==> config.mk <==
export PLATFORM = sky130hd
export DESIGN_NAME = cmd_device_flat
export DESIGN_NICKNAME = d
export VERILOG_FILES = /design/src/rtl/cmd_pkg.sv /design/src/rtl/cmd_link_if.sv /design/src/rtl/cmd_device.sv /design/src/flat_wrapper.sv
export VERILOG_INCLUDE_DIRS = /design/src /design/src/rtl
export SDC_FILE = /design/constraint.sdc
export NUM_CORES = 1
export LEC_CHECK = 0
export ABC_CLOCK_PERIOD_IN_PS = 6200
export BUFFER_PORTS_ARGS = -buffer_cell sky130_fd_sc_hd__clkbuf_2
export CORE_ASPECT_RATIO = 1.4
export CORE_UTILIZATION = 50
export CTS_CLUSTER_SIZE = 14
export DETAILED_ROUTE_END_ITERATION = 10
export HOLD_SLACK_MARGIN = 0.06
export PLACE_DENSITY = 0.69
export SETUP_SLACK_MARGIN = 0.02
export SLEW_MARGIN = 5
export SYNTH_ARGS = -nofsm -noshare
export SYNTH_HDL_FRONTEND = slang
export SYNTH_SLANG_ARGS = --single-unit
export TNS_END_PERCENT = 1
==> constraint.sdc <==
create_clock -name i_clk -period 6.2 [get_ports i_clk]
set_input_delay 1.24 -clock i_clk [delete_from_list [all_inputs] [get_ports i_clk]]
set_output_delay 1.24 -clock i_clk [all_outputs]
set_load 0.01 [all_outputs]
==> src/rtl/cmd_defines.svh <==
// constants of the command link: text codes, lengths, settings, timing
// assumes 8-bit ascii bytes on both streams and a 250 MHz clock
`ifndef CMD_DEFINES_SVH
`define CMD_DEFINES_SVH

`define CR 8'h0d
`define SP 8'h20
`define EQ 8'h3d
`define LINE_LEN 16
`define RESP_LEN 20
`define FIFO_DEPTH 8
`define BYTE_W 8

`define TXT_PASS 24'h545253
`define TXT_VERS 24'h564552
`define TXT_SAVE 24'h575254
`define TXT_RESTORE 24'h525452
`define TXT_LIST 24'h434647
`define TXT_QUERY 24'h474554
`define TXT_SET 24'h534554
`define TXT_ATTRW 32'h57434852
`define TXT_NM_ABOOT 32'h41434647
`define TXT_NM_AUTOC 32'h41434f4e
`define TXT_ON 16'h4f4e
`define TXT_OFF 24'h4f4646
`define TXT_OK 16'h4f4b
`define TXT_ERR 24'h455252
`define TXT_WELCOME 24'h524459
// arbitrary version text
`define TXT_VERSION 32'h56312e30

`define LEN_SHORT 5'd3
`define LEN_GET1 5'd8
`define LEN_SET_ON 5'd11
`define LEN_SET_OFF 5'd12
`define LEN_ATTRW 5'd14

`define ABOOT_DEF 1'b0
`define AUTOC_DEF 1'b1
// arbitrary marker of a written store
`define EE_SIG 8'ha5

`define CLK_MHZ 250
`define BOOT_HOLD_US 1
`define BOOT_HOLD_CYC (`BOOT_HOLD_US * `CLK_MHZ)
`define STRAP_SETTLE 16'h0004

`define HOST_TX 8'h00
`define HOST_HEX 8'h04
`define HOST_RX 8'h08
`define HOST_CTRL 8'h0c
`define HOST_STAT 8'h10

`endif

==> src/rtl/cmd_pkg.sv <==
// types shared by the two ends of the command link
// assumes cmd_defines.svh for all numbers
package cmd_pkg;
	typedef enum logic [2:0] {
		ST_BOOT = 3'b001,
		ST_CMD = 3'b010,
		ST_PASS = 3'b100
	} dev_state_t;
	typedef logic [7:0] byte_t;
endpackage : cmd_pkg

==> src/rtl/cmd_link_if.sv <==
// link between host processor end and module end: two byte streams
// plus the two boot-time pins; all on the one system clock
`timescale 1ns/10ps
interface cmd_link_if;
	logic h2d_valid;
	logic [7:0] h2d_data;
	logic h2d_ready;
	logic d2h_valid;
	logic [7:0] d2h_data;
	logic d2h_ready;
	logic boot_switch;
	logic general_input_eight;
	modport dev(input h2d_valid, input h2d_data, output h2d_ready,
		output d2h_valid, output d2h_data, input d2h_ready,
		input boot_switch, input general_input_eight);
	modport host(output h2d_valid, output h2d_data, input h2d_ready,
		input d2h_valid, input d2h_data, output d2h_ready,
		output boot_switch, output general_input_eight);
endinterface : cmd_link_if

==> src/rtl/cmd_device.sv <==
// module end: command interpreter, settings store and pass-through fifo
// assumes a host end on cmd_link_if and a wireless peer on plain ports
//
// Decided for this implementation: the APB interface to the registers and the register offsets.
`timescale 1ns/10ps
`include "cmd_defines.svh"

////////////////////////////////////////////////////////////////////////
module cmd_fifo #(
	parameter int W = 8,
	parameter int D = 8
) (
	input wire logic i_clk,
	input wire logic i_resetn,
	input wire logic i_in_valid,
	output logic o_in_ready,
	input wire logic [W-1:0] i_in_data,
	output logic o_out_valid,
	input wire logic i_out_ready,
	output logic [W-1:0] o_out_data
);
	localparam int AW = $clog2(D);
	logic [W-1:0] mem [D];
	logic [AW:0] wp;
	logic [AW:0] rp;
	wire full = (wp[AW] != rp[AW]) && (wp[AW-1:0] == rp[AW-1:0]);
	wire empty = (wp == rp);
	wire push = i_in_valid && !full;
	wire pop = !empty && i_out_ready;
	assign o_in_ready = !full;
	assign o_out_valid = !empty;
	assign o_out_data = mem[rp[AW-1:0]];
	always_ff @(posedge i_clk or negedge i_resetn) begin
		if (!i_resetn) begin
			wp <= '0;
			rp <= '0;
		end else begin
			if (push)
				wp <= wp + 1'b1;
			if (pop)
				rp <= rp + 1'b1;
		end
	end
	always_ff @(posedge i_clk) begin
		if (push)
			mem[wp[AW-1:0]] <= i_in_data;
	end
endmodule : cmd_fifo

////////////////////////////////////////////////////////////////////////
// Functional notes
// - pass command forwards uart bytes to peer
// - boot switch toggle or reset leaves pass-through
// - pass command from peer ends pass-through
// - attribute write: handle, type 0/1, central only
// - host sends payload as hex digit pairs
// - set changes only volatile working values
// - reboot loads working values from store
// - host sends numbers as ascii hex
// - input eight high at boot restores defaults
// - query lists all or named setting
// - reports show unsaved working values
// - restore writes defaults, no save needed
// - set value persists only after save
// - live setting applies now, lost unsaved
// - save copies working values to store
// - analog boot flag, default off, reboot
// - version command returns version text
// - carriage return ends every command line
module cmd_device
	import cmd_pkg::*;
(
	input wire logic i_clk,
	input wire logic i_resetn,
	cmd_link_if.dev link,
	output logic o_peer_valid,
	output logic [7:0] o_peer_data,
	input wire logic i_peer_ready,
	input wire logic i_peer_valid,
	input wire logic [7:0] i_peer_data,
	input wire logic i_gpio_ctrl_en,
	input wire logic i_central,
	output logic o_attr_req,
	output logic [15:0] o_attr_handle,
	output logic o_attr_type,
	output logic [7:0] o_attr_data,
	output logic o_analog_boot_en,
	output logic o_auto_connect,
	output logic o_passthrough
);
	function automatic logic [4:0] hexv(input logic [7:0] c);
		hexv = 5'h00;
		if (c >= 8'h30 && c <= 8'h39)
			hexv = {1'b1, c[3:0]};
		else if ((c >= 8'h41 && c <= 8'h46) || (c >= 8'h61 && c <= 8'h66))
			hexv = {1'b1, 4'(c[3:0] + 4'h9)};
	endfunction : hexv

	function automatic logic [159:0] app(input logic [159:0] b,
		input int n, input logic [63:0] s, input int k);
		logic [159:0] t;
		t = {96'h0, s} >> (8 * (8 - k));
		app = b | (t << (8 * (`RESP_LEN - n - k)));
	endfunction : app

	dev_state_t st;
	byte_t line [`LINE_LEN];
	logic [4:0] idx;
	logic ovf;
	logic [2:0] sy [2];
	logic [1:0] pin_st;
	logic sw_prev;
	logic [15:0] cnt;
	logic strap_held;
	logic [23:0] peer_sh;
	logic ws_aboot;
	logic ws_autoc;
	logic ee_aboot;
	logic ee_autoc;
	logic [7:0] ee_sig;
	logic ee_good;
	logic [159:0] resp_buf;
	logic [4:0] resp_cnt;
	logic [159:0] next_resp;
	logic [4:0] next_len;

	////////////////////////////////////////////////////////////////////
	// outside pins: three flops, taken when 2nd and 3rd agree
	wire [1:0] pins = {link.general_input_eight, link.boot_switch};
	for (genvar g = 0; g < 2; g++) begin : g_sync
		always_ff @(posedge i_clk or negedge i_resetn) begin
			if (!i_resetn) begin
				sy[g] <= 3'h0;
				pin_st[g] <= 1'b0;
			end else begin
				sy[g] <= {sy[g][1:0], pins[g]};
				if (sy[g][1] == sy[g][2])
					pin_st[g] <= sy[g][2];
			end
		end
	end

	////////////////////////////////////////////////////////////////////
	// line decode
	wire in_hs = link.h2d_valid && link.h2d_ready;
	wire line_end = in_hs && (st == ST_CMD) && (link.h2d_data == `CR);
	wire [23:0] w3 = {line[0], line[1], line[2]};
	wire [31:0] w4 = {w3, line[3]};
	wire [31:0] nm = {line[4], line[5], line[6], line[7]};
	wire nm_aboot = (nm == `TXT_NM_ABOOT);
	wire nm_autoc = (nm == `TXT_NM_AUTOC);
	wire nm_ok = nm_aboot || nm_autoc;
	wire short = !ovf && (idx == `LEN_SHORT);
	wire is_pass = short && (w3 == `TXT_PASS);
	wire is_vers = short && (w3 == `TXT_VERS);
	wire is_save = short && (w3 == `TXT_SAVE);
	wire is_rest = short && (w3 == `TXT_RESTORE);
	wire is_all = short && (w3 == `TXT_LIST || w3 == `TXT_QUERY);
	wire is_get1 = !ovf && (idx == `LEN_GET1) && (w3 == `TXT_QUERY)
		&& (line[3] == `SP) && nm_ok;
	wire val_on = (idx == `LEN_SET_ON) && ({line[9], line[10]} == `TXT_ON);
	wire val_off = (idx == `LEN_SET_OFF)
		&& ({line[9], line[10], line[11]} == `TXT_OFF);
	wire is_set = !ovf && (w3 == `TXT_SET) && (line[3] == `SP) && nm_ok
		&& (line[8] == `EQ) && (val_on || val_off);
	wire [4:0] h0 = hexv(line[5]);
	wire [4:0] h1 = hexv(line[6]);
	wire [4:0] h2 = hexv(line[7]);
	wire [4:0] h3 = hexv(line[8]);
	wire [4:0] d0 = hexv(line[12]);
	wire [4:0] d1 = hexv(line[13]);
	wire type_ok = (line[10] == 8'h30) || (line[10] == 8'h31);
	wire is_attrw = !ovf && (idx == `LEN_ATTRW) && (w4 == `TXT_ATTRW)
		&& (line[4] == `SP) && (line[9] == `SP) && (line[11] == `SP)
		&& h0[4] && h1[4] && h2[4] && h3[4] && d0[4] && d1[4]
		&& type_ok && i_central;
	wire show_aboot = is_all || (is_get1 && nm_aboot);
	wire show_autoc = is_all || (is_get1 && nm_autoc);
	wire is_ack = is_set || is_save || is_rest || is_attrw;
	wire do_set = line_end && is_set;
	wire do_save = line_end && is_save;
	wire do_rest = line_end && is_rest;
	wire boot_end = (st == ST_BOOT) && (cnt == 16'(`BOOT_HOLD_CYC - 1));
	wire sw_toggle = (pin_st[0] != sw_prev) && i_gpio_ctrl_en;
	wire peer_exit = i_peer_valid
		&& ({peer_sh, i_peer_data} == {`TXT_PASS, `CR});

	////////////////////////////////////////////////////////////////////
	// answer text, always from the working values
	always_comb begin
		int n;
		n = 0;
		next_resp = '0;
		if (show_aboot) begin
			next_resp = app(next_resp, n, {`TXT_NM_ABOOT, `EQ, 24'h0}, 5);
			n = n + 5;
			if (ws_aboot) begin
				next_resp = app(next_resp, n, {`TXT_ON, 48'h0}, 2);
				n = n + 2;
			end else begin
				next_resp = app(next_resp, n, {`TXT_OFF, 40'h0}, 3);
				n = n + 3;
			end
		end
		if (show_autoc) begin
			if (n != 0) begin
				next_resp = app(next_resp, n, {`SP, 56'h0}, 1);
				n = n + 1;
			end
			next_resp = app(next_resp, n, {`TXT_NM_AUTOC, `EQ, 24'h0}, 5);
			n = n + 5;
			if (ws_autoc) begin
				next_resp = app(next_resp, n, {`TXT_ON, 48'h0}, 2);
				n = n + 2;
			end else begin
				next_resp = app(next_resp, n, {`TXT_OFF, 40'h0}, 3);
				n = n + 3;
			end
		end
		if (st == ST_BOOT) begin
			next_resp = app(next_resp, n, {`TXT_WELCOME, 40'h0}, 3);
			n = n + 3;
		end else if (is_vers) begin
			next_resp = app(next_resp, n, {`TXT_VERSION, 32'h0}, 4);
			n = n + 4;
		end else if (is_ack) begin
			next_resp = app(next_resp, n, {`TXT_OK, 48'h0}, 2);
			n = n + 2;
		end else if (n == 0) begin
			next_resp = app(next_resp, n, {`TXT_ERR, 40'h0}, 3);
			n = n + 3;
		end
		next_resp = app(next_resp, n, {`CR, 56'h0}, 1);
		next_len = 5'(n + 1);
	end

	always_ff @(posedge i_clk or negedge i_resetn) begin
		if (!i_resetn) begin
			resp_buf <= '0;
			resp_cnt <= 5'h00;
		end else if (boot_end || (line_end && !is_pass)) begin
			resp_buf <= next_resp;
			resp_cnt <= next_len;
		end else if (link.d2h_valid && link.d2h_ready) begin
			resp_buf <= {resp_buf[151:0], 8'h00};
			resp_cnt <= resp_cnt - 5'h01;
		end
	end
	assign link.d2h_valid = (resp_cnt != 5'h00);
	assign link.d2h_data = resp_buf[159:152];

	////////////////////////////////////////////////////////////////////
	// line capture; overlong lines get an error
	always_ff @(posedge i_clk) begin
		if (in_hs && st == ST_CMD && !line_end && idx < 5'(`LINE_LEN))
			line[idx[3:0]] <= link.h2d_data;
	end
	always_ff @(posedge i_clk or negedge i_resetn) begin
		if (!i_resetn) begin
			idx <= 5'h00;
			ovf <= 1'b0;
		end else if (line_end || st != ST_CMD) begin
			idx <= 5'h00;
			ovf <= 1'b0;
		end else if (in_hs) begin
			if (idx < 5'(`LINE_LEN))
				idx <= idx + 5'h01;
			else
				ovf <= 1'b1;
		end
	end

	////////////////////////////////////////////////////////////////////
	// mode, boot and working settings
	always_comb begin
		ee_good = 1'b0;
		if (ee_sig == `EE_SIG && !strap_held)
			ee_good = 1'b1;
	end

	always_ff @(posedge i_clk or negedge i_resetn) begin
		if (!i_resetn) begin
			st <= ST_BOOT;
			cnt <= 16'h0000;
			strap_held <= 1'b1;
			sw_prev <= 1'b0;
			peer_sh <= 24'h0;
			ws_aboot <= `ABOOT_DEF;
			ws_autoc <= `AUTOC_DEF;
			o_analog_boot_en <= `ABOOT_DEF;
		end else begin
			sw_prev <= pin_st[0];
			if (i_peer_valid)
				peer_sh <= {peer_sh[15:0], i_peer_data};
			unique case (st)
				ST_BOOT: begin
					cnt <= cnt + 16'h0001;
					if (cnt >= `STRAP_SETTLE && !pin_st[1])
						strap_held <= 1'b0;
					if (boot_end) begin
						st <= ST_CMD;
						if (ee_good) begin
							ws_aboot <= ee_aboot;
							ws_autoc <= ee_autoc;
							o_analog_boot_en <= ee_aboot;
						end else begin
							ws_aboot <= `ABOOT_DEF;
							ws_autoc <= `AUTOC_DEF;
							o_analog_boot_en <= `ABOOT_DEF;
						end
					end
				end
				ST_CMD: begin
					if (line_end && is_pass)
						st <= ST_PASS;
					if (do_set && nm_aboot)
						ws_aboot <= val_on;
					if (do_set && nm_autoc)
						ws_autoc <= val_on;
					if (do_rest) begin
						ws_aboot <= `ABOOT_DEF;
						ws_autoc <= `AUTOC_DEF;
					end
				end
				ST_PASS: begin
					if (sw_toggle || peer_exit)
						st <= ST_CMD;
				end
				default: st <= ST_CMD;
			endcase
		end
	end

	// store survives reset; the marker says it holds data
	wire ee_wr = (boot_end && !ee_good) || do_save || do_rest;
	always_ff @(posedge i_clk) begin
		if (ee_wr) begin
			ee_sig <= `EE_SIG;
			ee_aboot <= do_save ? ws_aboot : `ABOOT_DEF;
			ee_autoc <= do_save ? ws_autoc : `AUTOC_DEF;
		end
	end

	////////////////////////////////////////////////////////////////////
	// attribute write request to the radio side
	always_ff @(posedge i_clk or negedge i_resetn) begin
		if (!i_resetn) begin
			o_attr_req <= 1'b0;
			o_attr_handle <= 16'h0000;
			o_attr_type <= 1'b0;
			o_attr_data <= 8'h00;
		end else begin
			o_attr_req <= line_end && is_attrw;
			if (line_end && is_attrw) begin
				o_attr_handle <= {h0[3:0], h1[3:0], h2[3:0], h3[3:0]};
				o_attr_type <= line[10][0];
				o_attr_data <= {d0[3:0], d1[3:0]};
			end
		end
	end

	assign o_auto_connect = ws_autoc;
	assign o_passthrough = (st == ST_PASS);

	// fifo lets the host burst while the radio side stalls
	wire fifo_ready;
	assign link.h2d_ready = (st == ST_PASS) ? fifo_ready
		: ((st == ST_CMD) && (resp_cnt == 5'h00));
	cmd_fifo #(.W(`BYTE_W), .D(`FIFO_DEPTH)) u_fifo (
		.i_clk(i_clk),
		.i_resetn(i_resetn),
		.i_in_valid(link.h2d_valid && (st == ST_PASS)),
		.o_in_ready(fifo_ready),
		.i_in_data(link.h2d_data),
		.o_out_valid(o_peer_valid),
		.i_out_ready(i_peer_ready),
		.o_out_data(o_peer_data)
	);
endmodule : cmd_device

==> src/flat_wrapper.sv <==
// flat-port wrapper written by rule: the top's interface ports become plain ports
module cmd_device_flat import cmd_pkg::*;
  (i_clk, i_resetn, o_peer_valid, o_peer_data, i_peer_ready, i_peer_valid, i_peer_data, i_gpio_ctrl_en, i_central, o_attr_req, o_attr_handle, o_attr_type, o_attr_data, o_analog_boot_en, o_auto_connect, o_passthrough, link_h2d_valid, link_h2d_data, link_h2d_ready, link_d2h_valid, link_d2h_data, link_d2h_ready, link_boot_switch, link_general_input_eight);
  cmd_link_if link_i ();
  input wire logic i_clk;
  input wire logic i_resetn;
  output logic o_peer_valid;
  output logic [7:0] o_peer_data;
  input wire logic i_peer_ready;
  input wire logic i_peer_valid;
  input wire logic [7:0] i_peer_data;
  input wire logic i_gpio_ctrl_en;
  input wire logic i_central;
  output logic o_attr_req;
  output logic [15:0] o_attr_handle;
  output logic o_attr_type;
  output logic [7:0] o_attr_data;
  output logic o_analog_boot_en;
  output logic o_auto_connect;
  output logic o_passthrough;
  input wire logic [$bits(link_i.h2d_valid)-1:0] link_h2d_valid;
  input wire logic [$bits(link_i.h2d_data)-1:0] link_h2d_data;
  output wire logic [$bits(link_i.h2d_ready)-1:0] link_h2d_ready;
  output wire logic [$bits(link_i.d2h_valid)-1:0] link_d2h_valid;
  output wire logic [$bits(link_i.d2h_data)-1:0] link_d2h_data;
  input wire logic [$bits(link_i.d2h_ready)-1:0] link_d2h_ready;
  input wire logic [$bits(link_i.boot_switch)-1:0] link_boot_switch;
  input wire logic [$bits(link_i.general_input_eight)-1:0] link_general_input_eight;
  assign link_i.h2d_valid = link_h2d_valid;
  assign link_i.h2d_data = link_h2d_data;
  assign link_h2d_ready = link_i.h2d_ready;
  assign link_d2h_valid = link_i.d2h_valid;
  assign link_d2h_data = link_i.d2h_data;
  assign link_i.d2h_ready = link_d2h_ready;
  assign link_i.boot_switch = link_boot_switch;
  assign link_i.general_input_eight = link_general_input_eight;
  cmd_device u_core (.i_clk(i_clk), .i_resetn(i_resetn), .link(link_i), .o_peer_valid(o_peer_valid), .o_peer_data(o_peer_data), .i_peer_ready(i_peer_ready), .i_peer_valid(i_peer_valid), .i_peer_data(i_peer_data), .i_gpio_ctrl_en(i_gpio_ctrl_en), .i_central(i_central), .o_attr_req(o_attr_req), .o_attr_handle(o_attr_handle), .o_attr_type(o_attr_type), .o_attr_data(o_attr_data), .o_analog_boot_en(o_analog_boot_en), .o_auto_connect(o_auto_connect), .o_passthrough(o_passthrough));
endmodule
==> impl_metrics.yaml, run 1 <==
drt:
  m1WireLength_mm: 36.1
  drc_errors: 0
  dr.max_layer_used: "met5"
  vias_per_cell: 6.83
  drtPass1Iterations: 8
  drt_iter0_markers: 2345
  dr_total_vias: 24104
  antenna_left: 0
  wl_met3_mm: 8.56
  dr_wl_met2_mm: 52.7
  avgRoutedWirePerCell_um: 31.0
  drt_wl_total_mm: 109
timing:
  setup_viol: 0
  fin_skew_ns: 0.0282
  hold_viol: 0
  worst_slack_ns: 0.0120
  slew-limit-headroom_pct: 18.9
  drv_slew: 0
  min_period_ns: 6.19
  tightest_slew_ns: 1.21
  fin_crit_sh_pct: 99.8
  fmax_mhz: 162
  grt_setup_unrepaired: "true"
synthesis:
  syn_avg_cell_area_sq_um: 9.48
  synthSimpleGateAreaFrac_pct: 22.4
  synth_top_family_by_area: "simple AND/OR/NAND/NOR gates"
  synth_compound_area_share_pct: 19.2
  synth_fa_ha_area_share_pct: 2.70
  synth-edff-count: 178
  syn_inst: 2618
  synthXorXnorAreaFrac_pct: 1.93
  ys_seq_elements: 419
  ys_top_cells_by_area: "dfrtp_1, edfxtp_1, nand2_1"
  synth_top_area_share_pct: 24.0
  async_flop_share_pct: 57.5
  yosysUniqueCellTypes: 119
  synth_area_sq_um: 24800
  yosysSeqAreaShare_pct: 45.8
  syn_nets: 2696
  ys_warn_count: 0
  synth_top_area_cell: "dfrtp_1"
  muxShareOfSynthArea_pct: 4.17
  synth-main-ff-cell: "dfrtp_1"
clock_tree:
  cts_made_buffers: 44
  ctsHtreeMaxLevel: 2
  numClockSinks: 419
  clock_latency_ns: 0.61
  root_buffer: "clkbuf_16"
  clkTransAtPathRegs_ns: 0.06
  tritoncts: "yes"
  holdBufCountCts: 0
  postCtsSetupBuffers: 0
  clock_path_buffers: 3
pwr:
  power_frac_seq_pct: 49.1
  p_per_area_nw_per_um2: 217
  peakVddDrop_uv: 300
  p_sw_share_pct: 26.3
  power_switching_w: 0.00168
  finalPower_w: 0.00640
  pwr-share-clk_pct: 40.9
  intPower_w: 0.00471
  pwr-share-comb_pct: 10.0
  power.leakage_nw: 11.9
worst_setup_path:
  end_kind: "flip-flop"
  cp_slowest_cell: "or4bb_4"
  cp_common_cell: "buf_4"
  crit_type: "flip-flop to flip-flop"
  critPathMaxFanout: 12
  crit_family: "compound AO/OA/AOI/OAI gates"
  critPathBufInv: 6
  worst_setup_path_start_kind: "flip-flop"
  critPathMaxStageDelay_ns: 0.57
  cp.required_ns: 6.73
  worst_ep_arrival_time_ns: 6.72
run_status:
  status: "finished clean"
floorplan:
  num_rows: 96
  die_area_sq_um: 50600
  start_util_pct: 50.7
  core_sq_um: 49000
  io_pins: 74
  die_w_um: 190
  die_y_um: 266
final_layout:
  layout.nets: 2937
  register_area_sq_um: 11400
  syn_to_final_growth_pct: 18.7
  fill_cells: 4245
  utilization_pct: 60.1
  fin_cells: 3529
  drive_above_1_share_pct: 21.6
  multiInputGateArea_sq_um: 13000
global_routing:
  overflow: 0
  grtUsageTotal_pct: 43.3
  antenna_found_initial: 5
  grt_max_degree: 142
  grt_pass1_vias: 24367
  grt_pass1_wl_mm: 159
placed_design:
  dpl.hpwl_mm: 80.5
  portBuffers: 72
  preCtsSetupSlack_ns: -0.403
  gp_congestion: 1.09
  dpl.cell_count: 3450
run:
  max_cap_violations: 0
worst_hold_path:
  hold_path.class: "flip-flop to flip-flop"
[per-layer routing]
| metal | vias to the layer above | track usage, % |
|---|---|---|
| met1 | 11770 | 44.9 |
| met5 | - | 0 |
| met3 | 602 | 9.82 |
| li1 | 10335 | - |
| met2 | 1393 | 73.3 |
| met4 | 4 | 37.6 |
[layout by cell type, fill, tap and decap left out, drive strengths merged, types with 19 or more instances in the layout]
| cell type | n |
|---|---|
| buf | 292 |
| dfrtp | 238 |
| inv | 61 |
| nor3 | 86 |
| nor2 | 152 |
| nand2b | 27 |
| nand4 | 51 |
| mux2 | 33 |
| and3 | 74 |
| nand3 | 119 |
| a21oi | 155 |
| a31oi | 62 |
| mux2i | 30 |
| ha | 52 |
| nand2 | 391 |
| edfxtp | 178 |
| a22oi | 20 |
| clkbuf | 133 |
| nor4 | 46 |
| o21ai | 166 |
| xnor2 | 37 |
| a211oi | 19 |
[path summary, 6_finish.rpt]
check,start,depth (start not counted),end,slack [ns]
worst max-delay path,u_core.line[7][0],29,u_core.resp_buf[94],0.01
worst min-delay path,u_core.sy[0],0,u_core.sy[1],0.36
worst max register to register,u_core.line[7][0],29,u_core.resp_buf[94],0.01
worst min register to register,u_core.sy[0],0,u_core.sy[1],0.36
max in group asynchronous,i_resetn,2,u_core.u_fifo.rp[3],4.22
min in group asynchronous,i_resetn,1,u_core.resp_buf[145],0.65
[cells in the mapped netlist, drive strengths merged (27+ instances only)]
library cell / number
nand2: 391
dfrtp: 238
edfxtp: 178
o21ai: 166
a21oi: 155
nor2: 152
clkbuf: 128
nand3: 119
nor3: 86
and3: 74
a31oi: 62
inv: 58
ha: 52
nand4: 51
nor4: 46
buf: 40
xnor2: 37
mux2: 33
mux2i: 30
nand2b: 27
[area by class of cell]
cell class	instances	area share [%]
inverter	59	0.752
multi-input combinational	1972	44.0
clock inverter	15	0.624
clock buffer	62	4.15
antenna	2	0.0170
sequential	419	38.6
timing repair buffer	363	9.08
tap	637	2.71
[registers in the layout, summed over array words and instances, names as in the netlist, 2 cells and up]
name,cells
u_core.line,112
u_core.st,3
u_core.u_fifo.rp,4
u_core.cnt,16
u_core.o_attr_data,8
u_core.pin_st,2
u_core.resp_buf,140
u_core.u_fifo.mem,64
u_core.idx,5
u_core.sy,6
u_core.peer_sh,24
u_core.resp_cnt,5
u_core.o_attr_handle,16
u_core.u_fifo.wp,4
[cells by family after synthesis]
group	Yosys count
other	2
XOR/XNOR	52
adder cells (fa/ha/maj)	54
multiplexers	79
AO/OA/AOI/OAI	693
AND/OR/NAND/NOR	1092
flip-flops	419
buffers and inverters	227
[power groups by stage]
stage	sequential (W)	clock, W	combinational [W]
2_1_floorplan	0.00316	0	0.000386
3_3_place_gp	0.00318	0	0.000608
3_5_place_dp	0.00319	0	0.000629
4_1_cts	0.00314	0.00264	0.000632
5_1_grt	0.00315	0.00274	0.000693
6_report	0.00314	0.00262	0.000638
[timing repair]
item,CTS,global route
pin swaps,2,5
endpoints found under the setup margin,60,125
gates resized for setup,14,69
[per-stage QoR]
step | instance area (sq um) | TNS [ns] | hold slack, ns
3_5_place_dp | 27700 | -3.36 | 0.347
6_report | 29500 | 0 | 0.356
5_1_grt | 29500 | -7.87 | 0.364
4_1_cts | 29100 | -0.0201 | 0.361
3_3_place_gp | 27700 | -1.58 | 0.338
2_1_floorplan | 24900 | 0 | 0.331
(Power assumes the default switching activity.)
==> run 2: changes to the inputs <==
--- a/config.mk
+++ b/config.mk
@@ -9,11 +9,11 @@
 export ABC_CLOCK_PERIOD_IN_PS = 6200
 export BUFFER_PORTS_ARGS = -buffer_cell sky130_fd_sc_hd__clkbuf_2
 export CORE_ASPECT_RATIO = 1.4
-export CORE_UTILIZATION = 50
+export CORE_UTILIZATION = 40
 export CTS_CLUSTER_SIZE = 14
 export DETAILED_ROUTE_END_ITERATION = 10
 export HOLD_SLACK_MARGIN = 0.06
-export PLACE_DENSITY = 0.69
+export REMOVE_ABC_BUFFERS = 1
 export SETUP_SLACK_MARGIN = 0.02
 export SLEW_MARGIN = 5
 export SYNTH_ARGS = -nofsm -noshare
==> run 2 against run 1 <==
Against the previous run: clock-buffer cell count down 9; final cell count up 10%; utilization down 8.5 points; combinational power up 2%; critical path depth down 5; cell area up 6.9%; flip-flop and latch count unchanged; wire length up 0.59%; setup slack better by 0.14 ns; highest routed layer is now met4.
==> impl_metrics.yaml, run 2 (synthesized netlist as in run 1, its figures left out) <==
run_status:
  status: "finished clean"
worst_setup_path:
  crit_type: "flip-flop to flip-flop"
  worst_setup_path_start_kind: "flip-flop"
  end_kind: "flip-flop"
  cp.required_ns: 6.73
  worst_ep_arrival_time_ns: 6.57
  critPathMaxFanout: 7
global_routing:
  antenna_found_initial: 1
  grt_pass1_vias: 24528
  overflow: 0
  grt_max_degree: 123
  grtUsageTotal_pct: 34.9
  grt_pass1_wl_mm: 162
timing:
  slew-limit-headroom_pct: 2.68
  grt_setup_unrepaired: "true"
  setup-tns-final_ns: 0
  setup_viol: 0
  min_period_ns: 6.04
  fin_crit_sh_pct: 97.5
  fin_skew_ns: 0.0188
  tightest_slew_ns: 1.45
  fmax_mhz: 165
  drv_slew: 0
  hold_viol: 0
final_layout:
  drive_above_1_share_pct: 27.5
  final_common_cell: "buf_4"
  syn_to_final_growth_pct: 26.8
  final_area_sq_um: 31500
  final_cell_mix: "buf_4, nand2_1, dfrtp_1, edfxtp_1, a21oi_1"
  largest_reg_flops: 140
  regMostFlops: "u_core.resp_buf"
  fill_cells: 5783
  fin_cells: 3888
  layout.nets: 3114
floorplan:
  die_w_um: 213
  die_area_sq_um: 63100
  die_y_um: 297
  num_rows: 107
  core_sq_um: 61000
  io_pins: 74
  start_util_pct: 40.7
drt:
  wl_met3_mm: 7.60
  m1WireLength_mm: 38.8
  drtPass1Iterations: 5
  dr_total_vias: 24307
  drc_errors: 0
  drt_iter0_markers: 2435
  dr.max_layer_used: "met4"
  dr_wl_met2_mm: 53.8
  vias_per_cell: 6.25
  antenna_left: 0
  avgRoutedWirePerCell_um: 28.3
  drt_wl_total_mm: 110
pwr:
  peakVddDrop_uv: 268
  finalPower_w: 0.00652
  power.leakage_nw: 12.9
  p_per_area_nw_per_um2: 207
run:
  max_cap_violations: 0
worst_hold_path:
  hold_path.class: "flip-flop to flip-flop"
placed_design:
  portBuffers: 72
  dpl.cell_count: 3803
  gp_congestion: 1.14
  dpl.hpwl_mm: 82.2
  place_area_sq_um: 29200
clock_tree:
  root_buffer: "clkbuf_16"
  clock_latency_ns: 0.59
  cts_made_buffers: 43
  numClockSinks: 419
  ctsHtreeMaxLevel: 2
  clkTransAtPathRegs_ns: 0.06
  clock_path_buffers: 3
  holdBufCountCts: 0
  tritoncts: "yes"
[run 2: changes by cell type in the layout (fill, tap and decap cells not counted), sizes merged]
| cell | change |
|---|---|
| diode | -1 |
| inv | -3 |
| bufinv | +5 |
| clkinv | +11 |
| clkbuf | -9 |
| buf | +178 |
| clkinvlp | -2 |
[run 2: worst max-delay path: stages, from the launching register on]
cell and delay (ns):
edfxtp_1 0.39, or4b_4 0.55, or4_4 0.45, nor4_4 0.36, a22oi_4 0.10, nor2_2 0.12, buf_4 0.13, ha_1 0.23
or2_2 0.29, nor3_1 0.15, o211ai_1 0.13, and2_4 0.19, ha_1 0.22, buf_4 0.15, a21oi_4 0.13, a21oi_2 0.08
ha_1 0.35, buf_4 0.19, xnor2_2 0.24, o311ai_4 0.14, buf_4 0.18, nor4_2 0.50, nand2_1 0.34, a41oi_1 0.27
a21o_1 0.10
[run 2: layout make-up]
class,instances,area (sq um),area share [%]
inverters,59,221,0.703
diodes,1,2.50,0.00795
multi-input cells,1972,13300,42.3
clock inverters,26,320,1.02
well taps,817,1020,3.25
clock buffers,53,1150,3.67
flip-flops and latches,419,11400,36.1
repair buffers,541,4080,12.9
[run 2: stage by stage]
step                hold WS, ns  setup slack [ns]  utilization, %
CTS                       0.361          -0.00739            50.4
floorplan                 0.331             -1.30               -
global placement          0.340            -0.299            47.8
detailed placement        0.338            -0.349            47.8
global route              0.368            -0.155            51.6
finish                    0.354             0.156            51.6
[run 2: power by group]
part           switching (W)  total [W]  internal (W)
Sequential         0.0000941    0.00314       0.00304
Combinational       0.000414   0.000648      0.000234
Clock                0.00115    0.00274       0.00158
[run 2: worst paths after layout]
path                                        start  cells past startpoint  slack (ns)                    to
worst min-delay path                 u_core.sy[3]                      0        0.35          u_core.sy[4]
min in group asynchronous                i_resetn                      1        0.72  u_core.resp_buf[102]
worst max-delay path            u_core.line[0][7]                     24        0.16   u_core.resp_buf[33]
max in group asynchronous                i_resetn                      2        4.15  u_core.resp_buf[147]
worst max register to register  u_core.line[0][7]                     24        0.16   u_core.resp_buf[33]
worst min register to register       u_core.sy[3]                      0        0.35          u_core.sy[4]
[run 2: routing by layer]
metal | vias to the layer above | track usage, %
met5 | - | 0
met4 | 0 | 26.5
met3 | 458 | 6.47
met2 | 1202 | 58.8
met1 | 11958 | 38.7
li1 | 10689 | -
[run 2: timing repair]
action                     4_1_cts  5_1_grt
setup endpoints to repair       69      135
pin swaps                        1       33
resized for setup               24      136
buffers inserted                 0        5
